$ cat src/sync_neg_pkg.sv
// Constants and types shared by the synchronous transfer negotiation block.
// Assumes a single 10 MHz clock and a byte stream from the message logic.
package sync_neg_pkg;

    // ========================================================================
    // Message layout
    localparam logic [7:0] EXT_MSG_MARK = 8'h01;
    localparam logic [7:0] SYNC_MSG_LEN = 8'h03;
    localparam logic [7:0] SYNC_MSG_CODE = 8'h01;
    localparam logic [2:0] REPLY_LAST_IDX = 3'h4;

    // ========================================================================
    // Period factor limits and timing units
    localparam logic [7:0] FACTOR_DIFF_MIN = 8'h0A;
    localparam logic [7:0] FACTOR_SINGLE_MIN = 8'h0C;
    localparam logic [7:0] FACTOR_MAX = 8'h6A;
    localparam logic [9:0] FACTOR_UNIT_NS = 10'h004;
    localparam logic [9:0] PERIOD_STEP_NS = 10'h019;
    localparam logic [4:0] STEPS_DIFF_MIN = 5'h01;
    localparam logic [4:0] STEPS_SINGLE_MIN = 5'h02;
    localparam logic [5:0] OFFSET_MAX = 6'h3F;

    // ========================================================================
    // Reset values
    localparam logic [7:0] RST_FACTOR = 8'h00;
    localparam logic [5:0] RST_OFFSET = 6'h00;
    localparam logic [4:0] RST_STEPS = 5'h00;
    localparam logic [7:0] RST_BYTE = 8'h00;

    // ========================================================================
    // Parser states, Gray coded along the usual path
    typedef enum logic [2:0] {
        ST_IDLE = 3'h0,
        ST_LEN = 3'h1,
        ST_CODE = 3'h3,
        ST_PERIOD = 3'h2,
        ST_OFFSET = 3'h6,
        ST_REPLY = 3'h7,
        ST_SKIP = 3'h5
    } parse_state_t;

endpackage : sync_neg_pkg

$ cat src/sync_ff2.sv
// Two-flop synchroniser for a group of independent level inputs.
// Assumes each bit is a slow level; no bus coherence across bits.
module sync_ff2 #(
    parameter int WIDTH = 3
) (
    input wire logic clk_in,
    input wire logic rst_n_in,
    input wire logic [WIDTH-1:0] async_in,
    output logic [WIDTH-1:0] sync_out
);

    logic [WIDTH-1:0] stage1;

    always_ff @(posedge clk_in or negedge rst_n_in) begin
        if (!rst_n_in) begin
            stage1 <= '0;
            sync_out <= '0;
        end else begin
            stage1 <= async_in;
            sync_out <= stage1;
        end
    end

endmodule : sync_ff2

$ cat src/sync_transfer_negotiation.sv
// Target-side parser and responder for the synchronous rate negotiation
// message, and holder of the agreed period and offset for data phases.
// Assumes message-out bytes arrive from the message logic on this clock and
// the reply bytes are drained by the same logic with a valid/ready handshake.

// Behaviour
// - Negotiation message is five bytes: 01, 03, 01, period factor, offset.
// - Agreed period is least spacing between leading edges of REQ or ACK.
// - Periods 50 ns to 425 ns in 25 ns steps are supported always.
// - A 25 ns period is supported only in differential receiver mode.
// - Offset bounds REQ pulses outstanding before the matching ACK arrives.
// - An agreed offset of zero selects asynchronous transfer.
// - Offsets 0 through 63 are accepted; larger requests clamp to 63.
// - ATN dropped before a multi-byte message ends forces bus free.
// - Power-on, bus reset or target reset invalidate the agreement.
// - A new negotiation may replace the agreement at any time.
// - Differential mode: factor 0-10 answers 10, factor 11-12 answers 12.
// - Single-ended mode: factor 0-12 answers 12.
// - Factors 13-106 echo unchanged; period rounds up to 25 ns multiple.
// - Factors 107-255 answer 106 and fall back to asynchronous transfer.
// - Unsupported code in a 3-byte extended message gets reject; continue with nexus, else bus free.
// - A width negotiation message reverts any agreement to asynchronous.
module sync_transfer_negotiation (
    input wire logic REF_CLK_IN,
    input wire logic RST_N_IN,
    input wire logic [7:0] MSG_BYTE_IN,
    input wire logic MSG_VALID_IN,
    input wire logic ATN_IN,
    input wire logic DIFF_MODE_IN,
    input wire logic BUS_RESET_IN,
    input wire logic TARGET_RESET_IN,
    input wire logic WIDTH_MSG_IN,
    input wire logic NEXUS_VALID_IN,
    input wire logic LUN_IDENTIFIED_IN,
    input wire logic REPLY_READY_IN,
    output logic [7:0] REPLY_BYTE_OUT,
    output logic REPLY_VALID_OUT,
    output logic REJECT_OUT,
    output logic BUS_FREE_OUT,
    output logic SYNC_ACTIVE_OUT,
    output logic [7:0] PERIOD_FACTOR_OUT,
    output logic [5:0] OFFSET_OUT,
    output logic [4:0] PERIOD_STEPS_OUT,
    output logic NEGOTIATE_NEEDED_OUT
);

    // ========================================================================
    // Pin synchronisation
    logic [2:0] pins_sync;
    logic atn;
    logic differential_receiver_mode;
    logic bus_reset;

    sync_ff2 #(
        .WIDTH(3)
    ) u_pin_sync (
        .clk_in(REF_CLK_IN),
        .rst_n_in(RST_N_IN),
        .async_in({ATN_IN, DIFF_MODE_IN, BUS_RESET_IN}),
        .sync_out(pins_sync)
    );

    assign atn = pins_sync[2];
    assign differential_receiver_mode = pins_sync[1];
    assign bus_reset = pins_sync[0];

    // ========================================================================
    // Helper functions
    function automatic logic [7:0] grant_factor(input logic [7:0] f,
                                                input logic diff);
        if (f > sync_neg_pkg::FACTOR_MAX) begin
            grant_factor = sync_neg_pkg::FACTOR_MAX;
        end else if (diff && f <= sync_neg_pkg::FACTOR_DIFF_MIN) begin
            grant_factor = sync_neg_pkg::FACTOR_DIFF_MIN;
        end else if (f <= sync_neg_pkg::FACTOR_SINGLE_MIN) begin
            grant_factor = sync_neg_pkg::FACTOR_SINGLE_MIN;
        end else begin
            grant_factor = f;
        end
    endfunction : grant_factor

    // Period in 25 ns steps: 1 up to factor 10, 2 up to 12, else rounded up from factor times 4 ns.
    function automatic logic [4:0] period_steps(input logic [7:0] f);
        logic [9:0] ns;
        ns = 10'(f) * sync_neg_pkg::FACTOR_UNIT_NS;
        if (f <= sync_neg_pkg::FACTOR_DIFF_MIN) begin
            period_steps = sync_neg_pkg::STEPS_DIFF_MIN;
        end else if (f <= sync_neg_pkg::FACTOR_SINGLE_MIN) begin
            period_steps = sync_neg_pkg::STEPS_SINGLE_MIN;
        end else begin
            period_steps = 5'((ns + sync_neg_pkg::PERIOD_STEP_NS - 10'h001)
                              / sync_neg_pkg::PERIOD_STEP_NS);
        end
    endfunction : period_steps

    function automatic logic [7:0] reply_byte(input logic [2:0] idx,
                                              input logic [7:0] f,
                                              input logic [5:0] x);
        case (idx)
            3'h0: reply_byte = sync_neg_pkg::EXT_MSG_MARK;
            3'h1: reply_byte = sync_neg_pkg::SYNC_MSG_LEN;
            3'h2: reply_byte = sync_neg_pkg::SYNC_MSG_CODE;
            3'h3: reply_byte = f;
            default: reply_byte = {2'h0, x};
        endcase
    endfunction : reply_byte

    // ========================================================================
    // Message parser and reply sequencer
    sync_neg_pkg::parse_state_t state;
    logic [7:0] req_factor;
    logic [7:0] pend_factor;
    logic [5:0] pend_offset;
    logic [2:0] reply_idx;
    logic [7:0] skip_count;
    logic reply_done;
    logic atn_lost;
    logic [7:0] next_factor;
    logic [5:0] next_offset;

    // ATN may legally fall during the last byte only.
    assign atn_lost = !atn && !MSG_VALID_IN &&
                      (state == sync_neg_pkg::ST_LEN ||
                       state == sync_neg_pkg::ST_CODE ||
                       state == sync_neg_pkg::ST_PERIOD ||
                       state == sync_neg_pkg::ST_SKIP);
    assign reply_done = state == sync_neg_pkg::ST_REPLY && REPLY_VALID_OUT &&
                        REPLY_READY_IN &&
                        reply_idx == sync_neg_pkg::REPLY_LAST_IDX;

    always_comb begin
        next_factor = grant_factor(req_factor, differential_receiver_mode);
        if (req_factor > sync_neg_pkg::FACTOR_MAX) begin
            next_offset = 6'h00;
        end else if (MSG_BYTE_IN > {2'h0, sync_neg_pkg::OFFSET_MAX}) begin
            next_offset = sync_neg_pkg::OFFSET_MAX;
        end else begin
            next_offset = MSG_BYTE_IN[5:0];
        end
    end

    always_ff @(posedge REF_CLK_IN or negedge RST_N_IN) begin
        if (!RST_N_IN) begin
            state <= sync_neg_pkg::ST_IDLE;
            req_factor <= sync_neg_pkg::RST_FACTOR;
            pend_factor <= sync_neg_pkg::RST_FACTOR;
            pend_offset <= sync_neg_pkg::RST_OFFSET;
            reply_idx <= 3'h0;
            skip_count <= 8'h00;
            REPLY_BYTE_OUT <= sync_neg_pkg::RST_BYTE;
            REPLY_VALID_OUT <= 1'b0;
            REJECT_OUT <= 1'b0;
            BUS_FREE_OUT <= 1'b0;
        end else begin
            REJECT_OUT <= 1'b0;
            BUS_FREE_OUT <= 1'b0;
            if (bus_reset || TARGET_RESET_IN) begin
                state <= sync_neg_pkg::ST_IDLE;
                REPLY_VALID_OUT <= 1'b0;
            end else if (atn_lost) begin
                state <= sync_neg_pkg::ST_IDLE;
                BUS_FREE_OUT <= 1'b1;
            end else begin
                case (state)
                    sync_neg_pkg::ST_IDLE: begin
                        if (MSG_VALID_IN && LUN_IDENTIFIED_IN &&
                            MSG_BYTE_IN == sync_neg_pkg::EXT_MSG_MARK) begin
                            state <= sync_neg_pkg::ST_LEN;
                        end
                    end
                    sync_neg_pkg::ST_LEN: begin
                        if (MSG_VALID_IN) begin
                            if (MSG_BYTE_IN == sync_neg_pkg::SYNC_MSG_LEN) begin
                                state <= sync_neg_pkg::ST_CODE;
                            end else if (MSG_BYTE_IN == 8'h00) begin
                                state <= sync_neg_pkg::ST_IDLE;
                            end else begin
                                // Other extended messages belong elsewhere.
                                skip_count <= MSG_BYTE_IN;
                                state <= sync_neg_pkg::ST_SKIP;
                            end
                        end
                    end
                    sync_neg_pkg::ST_SKIP: begin
                        if (MSG_VALID_IN) begin
                            skip_count <= skip_count - 8'h01;
                            if (skip_count == 8'h01) begin
                                state <= sync_neg_pkg::ST_IDLE;
                            end
                        end
                    end
                    sync_neg_pkg::ST_CODE: begin
                        if (MSG_VALID_IN) begin
                            if (MSG_BYTE_IN == sync_neg_pkg::SYNC_MSG_CODE) begin
                                state <= sync_neg_pkg::ST_PERIOD;
                            end else begin
                                REJECT_OUT <= 1'b1;
                                BUS_FREE_OUT <= !NEXUS_VALID_IN;
                                state <= sync_neg_pkg::ST_IDLE;
                            end
                        end
                    end
                    sync_neg_pkg::ST_PERIOD: begin
                        if (MSG_VALID_IN) begin
                            req_factor <= MSG_BYTE_IN;
                            state <= sync_neg_pkg::ST_OFFSET;
                        end
                    end
                    sync_neg_pkg::ST_OFFSET: begin
                        if (MSG_VALID_IN) begin
                            pend_factor <= next_factor;
                            pend_offset <= next_offset;
                            reply_idx <= 3'h0;
                            REPLY_BYTE_OUT <= sync_neg_pkg::EXT_MSG_MARK;
                            REPLY_VALID_OUT <= 1'b1;
                            state <= sync_neg_pkg::ST_REPLY;
                        end
                    end
                    sync_neg_pkg::ST_REPLY: begin
                        if (REPLY_READY_IN) begin
                            if (reply_idx == sync_neg_pkg::REPLY_LAST_IDX) begin
                                REPLY_VALID_OUT <= 1'b0;
                                state <= sync_neg_pkg::ST_IDLE;
                            end else begin
                                reply_idx <= reply_idx + 3'h1;
                                REPLY_BYTE_OUT <= reply_byte(reply_idx + 3'h1,
                                    pend_factor, pend_offset);
                            end
                        end
                    end
                    default: begin
                        state <= sync_neg_pkg::ST_IDLE;
                    end
                endcase
            end
        end
    end

    // ========================================================================
    // Agreement held for the data phase
    always_ff @(posedge REF_CLK_IN or negedge RST_N_IN) begin
        if (!RST_N_IN) begin
            SYNC_ACTIVE_OUT <= 1'b0;
            PERIOD_FACTOR_OUT <= sync_neg_pkg::RST_FACTOR;
            OFFSET_OUT <= sync_neg_pkg::RST_OFFSET;
            PERIOD_STEPS_OUT <= sync_neg_pkg::RST_STEPS;
        end else if (bus_reset || TARGET_RESET_IN || WIDTH_MSG_IN) begin
            SYNC_ACTIVE_OUT <= 1'b0;
            OFFSET_OUT <= sync_neg_pkg::RST_OFFSET;
        end else if (reply_done) begin
            SYNC_ACTIVE_OUT <= pend_offset != 6'h00;
            PERIOD_FACTOR_OUT <= pend_factor;
            OFFSET_OUT <= pend_offset;
            PERIOD_STEPS_OUT <= period_steps(pend_factor);
        end
    end

    // ========================================================================
    // Renegotiation request; a reset in the completing cycle wins.
    always_ff @(posedge REF_CLK_IN or negedge RST_N_IN) begin
        if (!RST_N_IN) begin
            NEGOTIATE_NEEDED_OUT <= 1'b1;
        end else if (bus_reset || TARGET_RESET_IN) begin
            NEGOTIATE_NEEDED_OUT <= 1'b1;
        end else if (reply_done) begin
            NEGOTIATE_NEEDED_OUT <= 1'b0;
        end
    end

endmodule : sync_transfer_negotiation

$ cat config.mk
export PLATFORM = sky130hd
export DESIGN_NAME = sync_transfer_negotiation
export DESIGN_NICKNAME = d
export VERILOG_FILES = /design/src/sync_neg_pkg.sv /design/src/sync_ff2.sv /design/src/sync_transfer_negotiation.sv
export SDC_FILE = /design/constraint.sdc
export NUM_CORES = 1
export LEC_CHECK = 0
export BUFFER_PORTS_ARGS = -buffer_cell sky130_fd_sc_hd__buf_2
export CAP_MARGIN = 0
export CORE_ASPECT_RATIO = 1.1
export CORE_MARGIN = 5
export CORE_UTILIZATION = 54
export DETAILED_ROUTE_END_ITERATION = 10
export GPL_TIMING_DRIVEN = 0
export PLACE_DENSITY = 0.77
export SYNTH_ARGS = -nofsm -noshare
export SYNTH_HDL_FRONTEND = slang
export SYNTH_SLANG_ARGS = --single-unit
$ cat constraint.sdc
create_clock -name REF_CLK_IN -period 4.7 [get_ports REF_CLK_IN]
set_input_delay 0.47 -clock REF_CLK_IN [delete_from_list [all_inputs] [get_ports REF_CLK_IN]]
set_output_delay 0.47 -clock REF_CLK_IN [all_outputs]
set_load 0.01 [all_outputs]
==> results.sh <==
export IMPL_crit_path_max_fanout=6
export IMPL_io_pins=51
export IMPL_grtUsageTotal=0.2434
export IMPL_status="completed"
export IMPL_ys_ff_latch=74
export IMPL_crit_slowest_cell="or4_4"
export IMPL_drive_above_1_share=0.2682
export IMPL_syn_num_nets=568
export IMPL_p_total_mw=1.338
export IMPL_fp_dieW_um=100.2
export IMPL_vdd_drop_max_mv=0.1848
export IMPL_dp_hpwl_um=9081
export IMPL_period_share=0.9952
export IMPL_drt_wl_total_um=13250
export IMPL_wire_per_inst_um=18.08
export IMPL_tightestPinTransition_ns=0.8124
export IMPL_postSynthCellCount=535
export IMPL_dr_total_vias=4585
export IMPL_ys_types=84
export IMPL_hold_violations=0
export IMPL_worstSkewPairLatency_ns=0.35
export IMPL_cts_tree="built"
export IMPL_die_h_um=109.2
export IMPL_io_buffers=49
export IMPL_clockBufferDepth=2
export IMPL_syn_area_mm2=0.004830
export IMPL_start_util=0.5499
export IMPL_leakagePower_nw=2.590
export IMPL_cp_common_cell="buf_4"
export IMPL_multi_input_area_mm2=0.003097
export IMPL_synth_top_area_frac=0.3782
export IMPL_final_cell_mix="dfrtp_1, o21ai_0, nand2_1, buf_2, nor2_1"
export IMPL_cts_sinks=74
export IMPL_h_tree_depth=3
export IMPL_area_delta_synth_final_pct=23.16
export IMPL_hold_class="in2reg"
export IMPL_avgSynthCellArea_um2=9.027
export IMPL_drtPass1Iterations=5
export IMPL_synth_area_top_cells="dfrtp_1, o21ai_0, mux2_2"
export IMPL_clock_fmax_mhz=213.8
export IMPL_synth_largest_area_cell="dfrtp_1"
export IMPL_yosysWarnings=0
export IMPL_postRouteAntennaNets=0
export IMPL_coreArea_mm2=0.008783
export IMPL_antenna_found_initial=0
export IMPL_n_antenna_cell=0
export IMPL_final_min_clock_period_ns=4.677
export IMPL_grt_max_degree=64
export IMPL_grt_overflow=0
export IMPL_synth_main_ff_cell="dfrtp_1"
export IMPL_drc=0
export IMPL_via_per_inst=6.255
export IMPL_nFillCells=683
export IMPL_synth_edf_count=0
export IMPL_arrival_ns=4.88
export IMPL_worst_path_largest_cell_delay_ns=0.58
export IMPL_grt_pass1_wl_um=21330
export IMPL_num_rows=36
export IMPL_slew_headroom=0.4542
export IMPL_crit_chain="buf_4 > or2_4 > or4_4 > a311o_1 > a22o_4 > a211o_1 > o211ai_4 > buf_4 > buf_4 > a211oi_2 > o31a_4 > buf_4 > a211oi_2 > xnor2_2 > nand2_1 > o311ai_2 > a41oi_2"
export IMPL_grt_pass1_vias=4585
export IMPL_crit_type="reg2reg"
export IMPL_drtIter0Drc=389
export IMPL_cp_start_kind="flip-flop"
export IMPL_critPathTopFamily="compound AO/OA/AOI/OAI gates"
export IMPL_routabilityCongestion=0.9133
export IMPL_cts_buffers_inserted=9
export IMPL_layout_cells_most_common="dfrtp_1"
export IMPL_fin_skew_ns=0.01507
export IMPL_cap_violations=0
export IMPL_drv_slew=0
export IMPL_dieArea_mm2=0.01094
export IMPL_async_flop_share=1.000
export IMPL_endpoint_kind="flip-flop"
export IMPL_cp_data_required_time_ns=4.90
export IMPL_nNetsFinal=647
export IMPL_setup_viol=0
export IMPL_p_per_area_mw_per_mm2=225.0
export IMPL_cts_root_buffer="clkbuf_8"
export IMPL_worst_path_buf_inv=4
export IMPL_ys_seq_area_frac=0.3837
export IMPL_seq_area_mm2=0.001854
export IMPL_path_clk_slew_ns=0.08
export IMPL_hold_worst_slack_ns=0.2294
-- metal layers --
layer  vias to the layer above  track usage  routed length (um)
met5                         -            0                   0
met4                         0       0.1126                 466
met3                        40      0.03967                 660
met2                       177       0.4384                7010
met1                      2220       0.2814                5114
li1                       2148            -                   -
-- worst paths after layout --
check	slack [ns]	cells past startpoint	endpoint	start
worst max-delay path	0.02	17	PERIOD_STEPS_OUT[0]	pend_factor[2]
worst min-delay path	0.23	1	u_pin_sync.stage1[2]	ATN_IN
worst max register to register	0.02	17	PERIOD_STEPS_OUT[0]	pend_factor[2]
worst min register to register	0.35	0	u_pin_sync.sync_out[2]	u_pin_sync.stage1[2]
max in group asynchronous	3.59	3	NEGOTIATE_NEEDED_OUT	RST_N_IN
min in group asynchronous	0.50	2	pend_factor[7]	RST_N_IN
-- cells in the mapped netlist, types with 2 or more instances --
library cell and n:
nor2_1 39, inv_1 21, or2_2 4, a21boi_0 2, o31ai_1 3, nand3b_1 3, nor4_1 7, and3_1 7
o21ai_1 2, a32oi_1 2, o22ai_1 5, and2_1 8, nand2_1 53, or3_1 3, nor3b_1 2, a211oi_2 4
clkbuf_1 22, xor2_1 4, dfrtp_1 73, nor2b_1 8, a31oi_1 9, a22oi_1 13, nand4b_1 2, mux2_2 19
nor3_1 14, a22o_1 10, o21ai_0 63, nand3_1 12, a41oi_1 2, xnor2_1 10, o211ai_1 5, ha_1 14
a21oi_1 22, nand2b_1 5, o21a_1 3, o2111ai_1 2, a311o_1 2, a2bb2oi_2 2, a21o_1 5, o32ai_1 2
a211o_1 3, a41oi_2 2
-- kinds of logic (layout without fill, tap and decap cells) --
kind of cell,count (synthesis),count (layout),share of synthesized area
compound gates,189,189,0.2808
xor+xnor,14,14,0.02539
fa+ha+maj,15,15,0.03860
buf+inv,45,129,0.03679
flops,74,74,0.3837
mux,20,20,0.04741
simple gates,178,178,0.1873
-- per-stage QoR --
step	cells	setup TNS, ns	setup WS (ns)	area, um^2	util
after floorplan	535	0	0.004100	4902	-
after global placement	698	-0.9625	-0.6260	5290	0.6023
after detailed placement	699	-1.189	-0.7426	5320	0.6057
after CTS	729	0	0.01169	5776	0.6576
after global routing	733	-0.1286	-0.1143	5948	0.6772
final	733	0	0.02263	5948	0.6772
-- flip-flops by register name (all words and copies together), names as in the netlist --
register              count
pend_offset               6
REPLY_BYTE_OUT            8
u_pin_sync.stage1         3
pend_factor               8
OFFSET_OUT                6
SYNC_ACTIVE_OUT           1
skip_count                8
REPLY_VALID_OUT           1
u_pin_sync.sync_out       3
state                     3
BUS_FREE_OUT              1
REJECT_OUT                1
NEGOTIATE_NEEDED_OUT      1
reply_idx                 3
PERIOD_FACTOR_OUT         8
PERIOD_STEPS_OUT          5
req_factor                8
-- where the power goes --
part | total (mW) | leakage (nW) | internal [mW] | switching, mW
combinational | 0.110 | 1.51 | 0.0412 | 0.0691
clock | 0.546 | 0.105 | 0.315 | 0.230
sequential | 0.682 | 0.979 | 0.660 | 0.0223
total | 1.34 | 2.59 | 1.02 | 0.322
-- timing repair --
item	in CTS	in global routing
endpoints found under the hold margin	11	0
buffers inserted	13	5
resized for setup	23	33
hold buffers	1	0
endpoints found under the setup margin	2	2
pin swaps	13	21
cloned	0	0
-- area by class of cell --
type | count | share of cell area
well taps | 114 | 0.02398
flip-flops and latches | 74 | 0.3117
repair buffers | 69 | 0.07194
clock inverters | 2 | 0.01010
plain buffers | 23 | 0.02188
inverters | 21 | 0.01409
multi-input cells | 416 | 0.5206
clock buffers | 14 | 0.02566
Power figures use the tool's default switching activity.
